## config.mk

```make
export PLATFORM = sky130hd
export DESIGN_NAME = address_retry_data_grant
export DESIGN_NICKNAME = d
export VERILOG_FILES = /design/src/core/addr_retry_n_pkg.sv /design/src/core/address_retry_data_grant.sv
export SDC_FILE = /design/constraint.sdc
export NUM_CORES = 1
export LEC_CHECK = 0
export ABC_AREA = 1
export BUFFER_PORTS_ARGS = -buffer_cell sky130_fd_sc_hd__clkbuf_2
export CAP_MARGIN = 25
export CORE_MARGIN = 1.5
export CORE_UTILIZATION = 40
export DETAILED_ROUTE_END_ITERATION = 7
export MAX_ROUTING_LAYER = met4
export PLACE_DENSITY = 0.62
export SETUP_SLACK_MARGIN = 0.3
export SLEW_MARGIN = 20
export SYNTH_ARGS = -nofsm -noshare
export SYNTH_HDL_FRONTEND = slang
export SYNTH_SLANG_ARGS = --single-unit
export TNS_END_PERCENT = 1
```

## constraint.sdc

```tcl
create_clock -name CLK_I -period 1.03 [get_ports CLK_I]
set_input_delay 0.1545 -clock CLK_I [delete_from_list [all_inputs] [get_ports CLK_I]]
set_output_delay 0.1545 -clock CLK_I [all_outputs]
set_load 0.1 [all_outputs]
```

## src/core/addr_retry_n_pkg.sv

```systemverilog
// Constants and carrier types for the address-retry and data-grant block.
// Assumes a single synchronous bus clock; all bus controls active low.
package addr_retry_n_pkg;
	localparam logic [1:0] ASSERT_DLY   = 2'h2;
	localparam logic [1:0] NEGATE_DLY   = 2'h1;
	localparam logic [1:0] BR_HOLD_CYC  = 2'h1;
	localparam logic [2:0] BEAT_CNT_W   = 3'h2;
	localparam logic [1:0] BEATS_BURST  = 2'h3;

	typedef enum logic [2:0] {
		RT_IDLE   = 3'h0,
		RT_WAIT   = 3'h1,
		RT_DRIVE  = 3'h2,
		RT_FLOAT  = 3'h3,
		RT_PRECHG = 3'h4
	} retry_e;

	typedef struct packed {
		logic req;
		logic snoop_hit;
		logic need_push;
		logic addr_only;
		logic tenure_open;
	} bus_in_s;

	typedef struct packed {
		retry_e     rt;
		logic [1:0] ts_cnt;
		logic       ts_seen;
		logic       addr_ack_n_d1;
		logic       addr_ack_n_d2;
		logic       push_pend;
		logic [1:0] br_hold;
		logic       data_pend;
		logic       data_own;
		logic [1:0] beat;
		logic       wr_order;
		logic       addr_retry_n_o;
		logic       addr_retry_n_oe;
		logic       br_o;
		logic       dbb_o;
		logic       dbb_oe;
		logic       abort_o;
		logic       retry_o;
	} state_s;
endpackage : addr_retry_n_pkg

```

## src/core/address_retry_data_grant.sv

```systemverilog
// Address-retry drive and sampling, request withdrawal and data grant qualification.
// Assumes a synchronous bus clock; the board resolves the shared retry and busy wires.
// Overview of operation
// - Drive retry low when snoop needs retry
// - Request bus two cycles after acknowledge for push
// - Float retry when no retry needed
// - Retry asserted third cycle after start
// - Begin negating second cycle after acknowledge
// - Float, drive high one cycle, float
// - Precharge disable skips driven-high step
// - Master retried: drop request, retry tenure
// - Abort started data tenure immediately
// - Non-master: drop request one cycle
// - Address after retry may differ
// - Start implies data request unless address-only
// - Write reorder input allows writes first
// - Grant qualified by busy, data retry, retry
// - Negated grant holds off data tenures
// - Grant ignored until start seen
// - Sample retry cycle after acknowledge
// - Assert busy cycle after qualified grant
`timescale 1ns/1ps
module address_retry_data_grant (
	input  wire logic             CLK_I,
	input  wire logic             NRST_I,
	input  wire addr_retry_n_pkg::bus_in_s CTRL_I,
	input  wire logic             ADDR_MASTER_I,
	input  wire logic             PRECHARGE_DIS_I,
	input  wire logic             TRANSFER_START_N_I,
	input  wire logic             ADDR_ACK_N_I,
	input  wire logic             ADDR_RETRY_N_I,
	input  wire logic             DATA_GRANT_N_I,
	input  wire logic             DATA_BUSY_N_I,
	input  wire logic             DATA_RETRY_N_I,
	input  wire logic             TRANSFER_ACK_N_I,
	input  wire logic             WRITE_REORDER_N_I,
	output logic                  ADDR_RETRY_N_O,
	output logic                  ADDR_RETRY_OE_O,
	output logic                  BUS_REQUEST_N_O,
	output logic                  DATA_BUSY_N_O,
	output logic                  DATA_BUSY_OE_O,
	output logic                  DATA_ABORT_O,
	output logic                  TENURE_RETRY_O,
	output logic                  WRITE_FIRST_O
);
	addr_retry_n_pkg::state_s s_r;
	addr_retry_n_pkg::state_s s_nxt;
	logic ts;
	logic addr_ack_n;
	logic addr_retry_n_smp;
	logic qual_grant;
	logic push_go;
	logic mst_retry;

	assign ts         = !TRANSFER_START_N_I;
	assign addr_ack_n       = !ADDR_ACK_N_I;
	assign addr_retry_n_smp  = s_r.addr_ack_n_d1 && !ADDR_RETRY_N_I;
	assign qual_grant = !DATA_GRANT_N_I && DATA_BUSY_N_I && DATA_RETRY_N_I && ADDR_RETRY_N_I;
	assign push_go    = s_r.addr_ack_n_d1 && s_r.push_pend && (s_r.rt == addr_retry_n_pkg::RT_DRIVE) && addr_retry_n_smp;
	assign mst_retry  = addr_retry_n_smp && ADDR_MASTER_I;

	always_comb begin
		s_nxt         = s_r;
		s_nxt.addr_ack_n_d1 = addr_ack_n;
		s_nxt.addr_ack_n_d2 = s_r.addr_ack_n_d1;
		s_nxt.abort_o = 1'b0;
		s_nxt.retry_o = 1'b0;
		if (s_r.br_hold != 2'h0) begin
			s_nxt.br_hold = s_r.br_hold - 2'h1;
		end
		case (s_r.rt)
			addr_retry_n_pkg::RT_IDLE: begin
				s_nxt.addr_retry_n_oe = 1'b0;
				if (ts && CTRL_I.snoop_hit) begin
					s_nxt.rt     = addr_retry_n_pkg::RT_WAIT;
					s_nxt.ts_cnt = 2'h0;
					s_nxt.push_pend = CTRL_I.need_push;
				end
			end
			addr_retry_n_pkg::RT_WAIT: begin
				s_nxt.ts_cnt = s_r.ts_cnt + 2'h1;
				if (s_r.ts_cnt == addr_retry_n_pkg::ASSERT_DLY - 2'h1) begin
					s_nxt.rt       = addr_retry_n_pkg::RT_DRIVE;
					s_nxt.addr_retry_n_o  = 1'b0;
					s_nxt.addr_retry_n_oe = 1'b1;
				end
			end
			addr_retry_n_pkg::RT_DRIVE: begin
				if (s_r.addr_ack_n_d1) begin
					s_nxt.rt       = addr_retry_n_pkg::RT_FLOAT;
					s_nxt.addr_retry_n_oe = 1'b0;
				end
			end
			addr_retry_n_pkg::RT_FLOAT: begin
				if (PRECHARGE_DIS_I) begin
					s_nxt.rt = addr_retry_n_pkg::RT_IDLE;
				end else begin
					s_nxt.rt       = addr_retry_n_pkg::RT_PRECHG;
					s_nxt.addr_retry_n_o  = 1'b1;
					s_nxt.addr_retry_n_oe = 1'b1;
				end
			end
			addr_retry_n_pkg::RT_PRECHG: begin
				s_nxt.rt       = addr_retry_n_pkg::RT_IDLE;
				s_nxt.addr_retry_n_oe = 1'b0;
			end
			default: begin
				s_nxt.rt       = addr_retry_n_pkg::RT_IDLE;
				s_nxt.addr_retry_n_oe = 1'b0;
			end
		endcase
		if (ts && !CTRL_I.addr_only) begin
			s_nxt.ts_seen   = 1'b1;
			s_nxt.data_pend = 1'b1;
		end
		if (addr_retry_n_smp) begin
			if (ADDR_MASTER_I) begin
				s_nxt.retry_o = 1'b1;
				s_nxt.data_pend = 1'b0;
				s_nxt.br_hold = addr_retry_n_pkg::BR_HOLD_CYC;
				if (s_r.data_own) begin
					s_nxt.abort_o  = 1'b1;
					s_nxt.data_own = 1'b0;
				end
			end else begin
				s_nxt.br_hold = addr_retry_n_pkg::BR_HOLD_CYC;
			end
		end
		if (s_r.addr_ack_n_d2 && s_r.push_pend && (s_r.rt == addr_retry_n_pkg::RT_FLOAT)) begin
			s_nxt.push_pend = 1'b0;
		end
		if (push_go) begin
			s_nxt.br_o    = 1'b0;
			s_nxt.br_hold = 2'h0;
		end else if (addr_retry_n_smp || (s_nxt.br_hold != 2'h0)) begin
			s_nxt.br_o = 1'b1;
		end else begin
			s_nxt.br_o = !(CTRL_I.req || s_r.push_pend);
		end
		if (s_r.data_own) begin
			if (!TRANSFER_ACK_N_I) begin
				s_nxt.beat = s_r.beat + 2'h1;
				if (s_r.beat == addr_retry_n_pkg::BEATS_BURST || !CTRL_I.tenure_open) begin
					s_nxt.data_own = 1'b0;
				end
			end
		end else if (s_r.ts_seen && s_r.data_pend && qual_grant && !addr_retry_n_smp) begin
			s_nxt.data_own  = 1'b1;
			s_nxt.data_pend = 1'b0;
			s_nxt.ts_seen   = 1'b0;
			s_nxt.beat      = 2'h0;
			s_nxt.wr_order  = !WRITE_REORDER_N_I;
		end
		s_nxt.dbb_o  = !s_nxt.data_own;
		s_nxt.dbb_oe = s_nxt.data_own || s_r.data_own;
	end

	always_ff @(posedge CLK_I) begin
		if (!NRST_I) begin
			s_r          <= '0;
			s_r.rt       <= addr_retry_n_pkg::RT_IDLE;
			s_r.addr_retry_n_o  <= 1'b1;
			s_r.br_o     <= 1'b1;
			s_r.dbb_o    <= 1'b1;
		end else begin
			s_r <= s_nxt;
		end
	end

	assign ADDR_RETRY_N_O  = s_r.addr_retry_n_o;
	assign ADDR_RETRY_OE_O = s_r.addr_retry_n_oe;
	assign BUS_REQUEST_N_O = s_r.br_o;
	assign DATA_BUSY_N_O   = s_r.dbb_o;
	assign DATA_BUSY_OE_O  = s_r.dbb_oe;
	assign DATA_ABORT_O    = s_r.abort_o;
	assign TENURE_RETRY_O  = s_r.retry_o;
	assign WRITE_FIRST_O   = s_r.wr_order;
endmodule : address_retry_data_grant

```

==> results of run 1 <==
placed cells by master (no fill, tap or decap), types with 2 or more instances in the layout:
master / Yosys / routed
sky130_fd_sc_hd__nor2_1: 10 / 8
sky130_fd_sc_hd__nand2_1: 23 / 21
sky130_fd_sc_hd__buf_12: 0 / 8
sky130_fd_sc_hd__dfxtp_1: 23 / 8
sky130_fd_sc_hd__or2_0: 2 / 2
sky130_fd_sc_hd__nor2_4: 2 / 3
sky130_fd_sc_hd__a21oi_2: 2 / 3
sky130_fd_sc_hd__dfxtp_4: 0 / 2
sky130_fd_sc_hd__o21ai_0: 5 / 3
sky130_fd_sc_hd__clkbuf_2: 0 / 16
sky130_fd_sc_hd__nand3_4: 1 / 2
sky130_fd_sc_hd__inv_1: 20 / 17
sky130_fd_sc_hd__buf_4: 0 / 4
sky130_fd_sc_hd__inv_2: 3 / 5
sky130_fd_sc_hd__nand3_2: 3 / 5
sky130_fd_sc_hd__o21ai_1: 1 / 3
sky130_fd_sc_hd__clkbuf_4: 0 / 3
sky130_fd_sc_hd__nand3_1: 10 / 7
sky130_fd_sc_hd__nand2_2: 0 / 2
sky130_fd_sc_hd__dfxtp_2: 0 / 13
sky130_fd_sc_hd__nand4_1: 6 / 6
sky130_fd_sc_hd__a21oi_1: 8 / 7
logic make-up after synthesis:
| kind of cell | count (synthesis) |
|---|---|
| AO/OA/AOI/OAI | 17 |
| adder cells (fa/ha/maj) | 2 |
| buffers and inverters | 26 |
| flip-flops | 23 |
| AND/OR/NAND/NOR | 59 |
final cells by class:
class                      count  area share, %
sequential                    23           34.6
multi-input combinational     78           34.3
timing repair buffer          29           20.0
inverter                      24           6.70
tap                           28           2.50
clock buffer                   4           1.88
timing repair:
action	4_1_cts	5_1_grt
pin swaps	2	11
hold buffers	1	0
endpoints found under the setup margin	29	29
hold endpoints to repair	1	0
resized for setup	12	11
critical path, cell delays in order (launching register included):
cell and delay [ps]:
sky130_fd_sc_hd__dfxtp_2 350, sky130_fd_sc_hd__ha_2 170, sky130_fd_sc_hd__o21ai_1 110, sky130_fd_sc_hd__nand3_1 90, sky130_fd_sc_hd__a21oi_2 170, sky130_fd_sc_hd__inv_2 30
layer usage:
layer  wire length (um)  vias to the layer above
li1                   -                      472
met1                905                      419
met2               1030                       18
met3                 80                        4
met4                 34                        0
met5                  0                        -
metrics by stage:
step                utilization, %  instances  hold slack (ps)  setup WS [ps]  setup TNS [ps]
floorplan                        -        127              227           64.7               0
global placement              57.0        181              320          -32.2           -32.2
detailed placement            57.0        181              321          -34.2            -122
CTS                           60.1        186             96.0           1.10               0
global route                  61.5        186              110          -65.2            -410
finish                        61.5        186              109           5.98               0
worst paths after layout:
check / startpoint / end / slack [ps]
max: s_r[8] / DATA_BUSY_N_O / 6
min: CTRL_I[2] / s_r[14] / 110
min reg2reg: s_nxt[15] / s_r[15] / 440
max reg2reg: s_r[8] / DATA_BUSY_N_O / 6
sequential cells by signal (all words and copies together) (netlist names):
signal	count
DATA_BUSY_N_O	1
DATA_ABORT_O	1
WRITE_FIRST_O	1
DATA_BUSY_OE_O	1
s_nxt	1
ADDR_RETRY_OE_O	1
BUS_REQUEST_N_O	1
s_r	14
TENURE_RETRY_O	1
ADDR_RETRY_N_O	1
power breakdown:
group          total (W)  switching (W)  internal [W]  leakage (nW)
clock network   0.000410       0.000259      0.000151        0.0150
logic            0.00106       0.000636      0.000428         0.420
registers        0.00115       0.000129       0.00102         0.192
total            0.00262        0.00102       0.00160         0.628
==> impl_metrics.sql, run 1 <==
INSERT INTO impl_metrics (metric_group, metric, value, unit) VALUES
('run_status', 'run_status', 'finished clean', ''),
('die', 'placementRows', '17', ''),
('clock_tree', 'cts-buffers-inserted', '3', ''),
('clock_tree', 'setup_fix_buffers_added_after_clock_tree_synthesis', '0', ''),
('clock_tree', 'ctsRootBufferMaster', 'sky130_fd_sc_hd__clkbuf_4', ''),
('yosys', 'number_of_enable_type_register_cells_in_the_synthesized_netlist', '0', ''),
('timing', 'timing.final.crit_period', '1020', 'ps'),
('yosys', 'syn_area', '985', 'sq um'),
('yosys', 'fraction_of_synthesized_cell_area_in_xor_and_xnor_cells', '0', '%'),
('yosys', 'dominantRegCellSynth', 'sky130_fd_sc_hd__dfxtp_1', ''),
('job', 'cap_viol_max_count', '0', ''),
('route', 'viasPerCell', '4.91', ''),
('pwr', 'worst_ir_drop_vdd', '1.29', 'mV'),
('die', 'die_w', '52.6', 'um'),
('yosys', 'synth.area.top_cells', 'sky130_fd_sc_hd__dfxtp_1, sky130_fd_sc_hd__nand2_1, sky130_fd_sc_hd__inv_1', ''),
('layout', 'post_layout_net_count', '178', ''),
('pwr', 'power.leakage', '0.628', 'nW'),
('worst_setup_path', 'arrival', '1240', 'ps'),
('yosys', 'ys_ff_latch', '23', ''),
('die', 'ioPinCount', '25', ''),
('timing', 'max_clock_freq', '977', 'MHz'),
('layout', 'layout.cell_area.non_filler', '1400', 'sq um'),
('yosys', 'synth.distinct_cells', '21', ''),
('die', 'floorplan.die_area', '2770', 'sq um'),
('yosys', 'yosys.area_share.adder', '2.54', '%'),
('global_routing', 'grt_util_met1', '17.7', '%'),
('route', 'detail_route.wirelength', '2050', 'um'),
('yosys', 'synth_warnings', '0', ''),
('worst_setup_path', 'end_kind', 'register', ''),
('clock_tree', 'h-tree-depth', '1', ''),
('yosys', 'area_fraction_in_compound_gates_after_synthesis', '9.53', '%'),
('yosys', 'synthesis.instances', '127', ''),
('timing', 'clock_skew', '5.74', 'ps'),
('hold_path', 'hp-class', 'in2reg', ''),
('route', 'drtPass1Iterations', '4', ''),
('die', 'start_util', '43.3', '%'),
('global_routing', 'largest_net_degree_at_the_start_of_global_routing', '13', ''),
('layout', 'final-seq-area', '484', 'sq um'),
('worst_setup_path', 'critical_path.max_fanout', '3', ''),
('die', 'die_height', '52.6', 'um'),
('global_routing', 'groute.layer.met3.usage', '2.57', '%'),
('route', 'drt_first_iter_violations', '17', ''),
('timing', 'final_hold_viol_count', '0', ''),
('timing', 'rsz0062_at_grt', 'true', ''),
('global_routing', 'grt_pass1_vias', '811', ''),
('worst_setup_path', 'critical_path_required', '1250', 'ps'),
('clock_tree', 'clkTransAtPathRegs', '120', 'ps'),
('placement', 'dpl-instance-area', '1300', 'sq um'),
('global_routing', 'grt_remaining_overflow', '0', ''),
('layout', 'n_antenna_cell', '0', ''),
('route', 'drt-wirelength-per-cell', '11.0', 'um'),
('route', 'detailroute.via_count', '913', ''),
('timing', 'final.period_utilization', '99.4', '%'),
('worst_setup_path', 'worstRegToRegCells', '5', ''),
('timing', 'worstMarginPinSlew', '431', 'ps'),
('yosys', 'synth_area_per_cell', '7.75', 'sq um'),
('worst_setup_path', 'setup.worst_path.start_class', 'register', ''),
('worst_setup_path', 'criticalPathCategory', 'reg2reg', ''),
('pwr', 'power.total', '0.00262', 'W'),
('route', 'final_routed_drc_violation_total', '0', ''),
('clock_tree', 'cts_max_path_buffers', '2', ''),
('route', 'postRouteAntennaNets', '0', ''),
('hold_path', 'holdPathStages', '3', ''),
('pwr', 'power-per-cell-area', '1870', 'nW/um^2'),
('placement', 'place_congestion', '0.788', ''),
('placement', 'port_buffers', '24', ''),
('layout', 'layout-area-overhead-vs-synth', '42.2', '%'),
('clock_tree', 'cts_tree', 'built', ''),
('yosys', 'seq_area_frac_synth', '46.8', '%'),
('yosys', 'yosys.area_share.simple', '31.0', '%'),
('layout', 'final_layout_size_suffix_gt1_share', '44.9', '%');
Power figures use the tool's default switching activity.
==> run 2: changes to the inputs <==
--- a/config.mk
+++ b/config.mk
@@ -5,7 +5,7 @@
 export SDC_FILE = /design/constraint.sdc
 export NUM_CORES = 1
 export LEC_CHECK = 0
-export ABC_AREA = 1
+export ABC_AREA = 0
 export BUFFER_PORTS_ARGS = -buffer_cell sky130_fd_sc_hd__clkbuf_2
 export CAP_MARGIN = 25
 export CORE_MARGIN = 1.5
==> run 2 against run 1 <==
Compared with the run above: the run now ends with setup timing left; synthesized cell count shrank 12%; area after synthesis grew 1.0%; final cell count grew 0.54%; clock-buffer cell count is the same; clock power grew 3%; sequential share of layout area shrank 3.6 points; combinational power shrank 68%; non-clock buffer count grew 19; flip-flop and latch count is the same; die area grew 0.95%; clock skew grew 2.3 ps; sequential power shrank 17%; critical path type unchanged.
==> impl_metrics.sql, run 2 <==
INSERT INTO impl_metrics (metric_group, metric, value, unit) VALUES
('run_status', 'run_status', 'complete, but fails checks', ''),
('run_status', 'violations_in_the_final_reports', 'setup timing', ''),
('worst_setup_path', 'worstPathCellList', 'or4b_4, or3b_1, a21oi_1', ''),
('timing', 'postLayoutSetupSlackWorst', '-354', 'ps'),
('global_routing', 'grt_pass1_vias', '932', ''),
('global_routing', 'largest_net_degree_at_the_start_of_global_routing', '13', ''),
('timing', 'final_hold_viol_count', '0', ''),
('layout', 'layout-area-overhead-vs-synth', '57.5', '%'),
('timing', 'timing.final.crit_period', '1380', 'ps'),
('yosys', 'synthesis.instances', '112', ''),
('pwr', 'comb_power_share', '19.9', '%'),
('clock_tree', 'setup_fix_buffers_added_after_clock_tree_synthesis', '0', ''),
('hold_path', 'holdPathStages', '2', ''),
('yosys', 'synth.cells.most_frequent', 'sky130_fd_sc_hd__dfxtp_1, sky130_fd_sc_hd__nor2_1, sky130_fd_sc_hd__o21ai_0', ''),
('route', 'drt-met1-wl', '1110', 'um'),
('clock_tree', 'cts.sinks', '23', ''),
('yosys', 'fraction_of_synthesized_cell_area_in_xor_and_xnor_cells', '0', '%'),
('worst_setup_path', 'critical_path.max_fanout', '2', ''),
('timing', 'timing.final.setup_violations', '12', ''),
('timing', 'final.setup.tns', '-1270', 'ps'),
('job', 'cap_viol_max_count', '0', ''),
('timing', 'rsz0062_at_grt', 'true', ''),
('placement', 'port_buffers', '24', ''),
('worst_setup_path', 'startpoint_of_the_worst_register_to_register_path', 's_r[21]', ''),
('timing', 'final_max_tran_viols', '0', ''),
('clock_tree', 'cts-buffers-inserted', '3', ''),
('die', 'core_area', '2280', 'sq um'),
('pwr', 'power.switching_fraction', '27.5', '%'),
('die', 'start_util', '43.7', '%'),
('route', 'drtPass1Iterations', '4', ''),
('yosys', 'yosys.area_share.simple', '30.6', '%'),
('timing', 'max_clock_freq', '722', 'MHz'),
('route', 'detailroute.via_count', '955', ''),
('yosys', 'post_synth_mux_area_share', '1.01', '%'),
('route', 'postRouteAntennaNets', '0', ''),
('layout', 'final_layout_size_suffix_gt1_share', '52.2', '%'),
('global_routing', 'gr-usage-all-layers', '19.9', '%'),
('layout', 'multi_input_area', '564', 'sq um'),
('placement', 'dp_worst_slack', '-334', 'ps'),
('placement', 'dpl-instance-area', '1420', 'sq um'),
('yosys', 'synthMostInstantiatedCell', 'sky130_fd_sc_hd__dfxtp_1', ''),
('pwr', 'power.total', '0.00171', 'W'),
('yosys', 'synth-async-reset-ratio', '0', '%'),
('worst_setup_path', 'end_kind', 'register', ''),
('yosys', 'synthesized_net_count', '131', ''),
('layout', 'n_antenna_cell', '0', ''),
('worst_setup_path', 'worst_path_largest_cell_delay', '520', 'ps'),
('route', 'maxUsedRoutingLayer', 'met4', ''),
('yosys', 'yosys.area_share.adder', '2.52', '%'),
('yosys', 'synth.area.top_cells', 'sky130_fd_sc_hd__dfxtp_1, sky130_fd_sc_hd__nor2b_1, sky130_fd_sc_hd__o21ai_0', ''),
('route', 'detail_route.wirelength', '2340', 'um'),
('clock_tree', 'ctsRootBufferMaster', 'sky130_fd_sc_hd__clkbuf_4', ''),
('hold_path', 'hp-class', 'in2reg', ''),
('worst_setup_path', 'arrival', '1650', 'ps'),
('pwr', 'power-per-cell-area', '1090', 'nW/um^2'),
('clock_tree', 'cts_tree', 'built', ''),
('route', 'viasPerCell', '5.11', ''),
('pwr', 'worst_ir_drop_vdd', '1.22', 'mV'),
('worst_setup_path', 'criticalPathCategory', 'reg2reg', ''),
('yosys', 'post-synth-top-area-cell', 'sky130_fd_sc_hd__dfxtp_1', ''),
('route', 'met2WireLength', '1110', 'um'),
('pwr', 'total_switching_power', '0.000472', 'W'),
('hold_path', 'hold_end', 's_r[22]', ''),
('pwr', 'p_clk_share', '24.7', '%'),
('worst_setup_path', 'critical_path_required', '1290', 'ps'),
('route', 'final_routed_drc_violation_total', '0', ''),
('route', 'drt_first_iter_violations', '21', ''),
('worst_setup_path', 'setup.reg_to_reg.worst_slack', '-350', 'ps'),
('pwr', 'power_report.internal_total', '0.00124', 'W'),
('yosys', 'synth.distinct_cells', '30', ''),
('layout', 'post_layout_net_count', '179', ''),
('timing', 'worstMarginPinSlew', '286', 'ps'),
('yosys', 'synth_area_per_cell', '8.88', 'sq um'),
('die', 'placementRows', '17', ''),
('yosys', 'dominantRegCellSynth', 'sky130_fd_sc_hd__dfxtp_1', ''),
('clock_tree', 'cts_max_path_buffers', '2', ''),
('yosys', 'synth.top_cell.area_share', '46.3', '%'),
('yosys', 'area_fraction_in_compound_gates_after_synthesis', '16.2', '%'),
('layout', 'final-seq-area', '485', 'sq um'),
('timing', 'clock_skew', '8.03', 'ps'),
('layout', 'fillers', '183', ''),
('worst_setup_path', 'cell_with_the_biggest_individual_delay_on_the_critical_path', 'sky130_fd_sc_hd__or4b_4', ''),
('layout', 'largest_register_ffs', '14', ''),
('worst_setup_path', 'setup.worst_path.start_class', 'register', ''),
('die', 'die_w', '52.9', 'um'),
('pwr', 'seq_power_share', '55.4', '%'),
('timing', 'final.period_utilization', '134', '%'),
('placement', 'place_congestion', '0.751', ''),
('worst_setup_path', 'critical_path.reg2reg.endpoint', 's_r[14]', ''),
('placement', 'hpwl', '1750', 'um'),
('layout', 'layout.cells.most_common', 'sky130_fd_sc_hd__buf_4', ''),
('die', 'ioPinCount', '25', ''),
('clock_tree', 'h-tree-depth', '1', ''),
('global_routing', 'antenna_violations_before_repair', '0', ''),
('layout', 'registers.top_by_ff_count', 's_r', ''),
('yosys', 'ys_ff_latch', '23', ''),
('clock_tree', 'clock_latency_at_the_later_pin_of_the_worst_skew_pair', '320', 'ps'),
('yosys', 'main_combinational_cell_family_by_area_after_synthesis', 'simple AND/OR/NAND/NOR gates', ''),
('yosys', 'number_of_enable_type_register_cells_in_the_synthesized_netlist', '0', ''),
('global_routing', 'grt_remaining_overflow', '0', ''),
('die', 'floorplan.die_area', '2790', 'sq um'),
('global_routing', 'grt_first_pass_wirelength', '3930', 'um'),
('timing', 'relSlewSlack', '80.9', '%'),
('route', 'drt-wirelength-per-cell', '12.5', 'um'),
('hold_path', 'hold_sp', 'PRECHARGE_DIS_I', ''),
('yosys', 'synth_warnings', '0', ''),
('die', 'die_height', '52.9', 'um'),
('layout', 'mostFrequentLayoutCells', 'sky130_fd_sc_hd__buf_4, sky130_fd_sc_hd__dfxtp_2, sky130_fd_sc_hd__clkbuf_2', ''),
('pwr', 'power.leakage', '0.649', 'nW'),
('layout', 'layout.cell_area.non_filler', '1570', 'sq um'),
('worst_setup_path', 'worstRegToRegCells', '3', ''),
('layout', 'post-route-util', '68.8', '%'),
('yosys', 'syn_area', '995', 'sq um'),
('clock_tree', 'clkTransAtPathRegs', '130', 'ps'),
('yosys', 'seq_area_frac_synth', '46.3', '%'),
('route', 'wl_met3', '88', 'um');
## run 2: repair_timing
item / 4_1_cts / 5_1_grt
setup endpoints to repair: 29 / 29
hold endpoints to repair: 2 / 0
pin swaps: 16 / 9
hold buffers: 2 / 0
gates resized for setup: 34 / 6
## run 2: cell type report
cell class / instances / area share [%]
well taps: 28 / 2.24
inverters: 4 / 0.958
repair buffers: 48 / 28.1
flip-flops and latches: 23 / 31.0
clock buffers: 4 / 1.68
multi-input cells: 80 / 36.0
## run 2: cell families after synthesis
logic type	Yosys count
adder cells (fa/ha/maj)	2
AO/OA/AOI/OAI	27
buffers and inverters	9
multiplexers	1
flip-flops	23
AND/OR/NAND/NOR	50
## run 2: worst max-delay path: cells and delay by family, from the launching register on
| family | cells | cell delay, ps |
|---|---|---|
| flip-flops | 1 | 350 |
| AO/OA/AOI/OAI | 1 | 120 |
| AND/OR/NAND/NOR | 2 | 880 |
## run 2: power by group through the flow
stage               logic (W)  clock network [W]  registers [W]
global route         0.000367           0.000476       0.000953
detailed placement   0.000314                  0       0.000963
finish               0.000342           0.000424       0.000949
global placement     0.000309                  0       0.000961
CTS                  0.000338           0.000442       0.000951
floorplan           0.0000975                  0        0.00103
## run 2: how the worst max path moves through the flow
stage               cells after the start  slack (ps)      end    start
floorplan                               3        -300  s_r[14]  s_r[22]
global placement                        3        -290  s_r[14]  s_r[21]
detailed placement                      3        -330  s_r[14]  s_r[21]
CTS                                     3        -360  s_r[14]  s_r[21]
global route                            3        -400  s_r[14]  s_r[21]
finish                                  3        -350  s_r[14]  s_r[21]
## run 2: per-layer routing
metal,up-vias,track usage (%)
met5,-,-
met4,0,9.83
met3,4,2.82
met2,22,32.3
met1,439,24.2
li1,490,-
## run 2: stage by stage
stage          hold slack, ps  instances
3_3_place_gp              310        181
5_1_grt                  37.6        187
6_report                 41.4        187
3_5_place_dp              310        181
4_1_cts                  16.1        187
2_1_floorplan             221        112
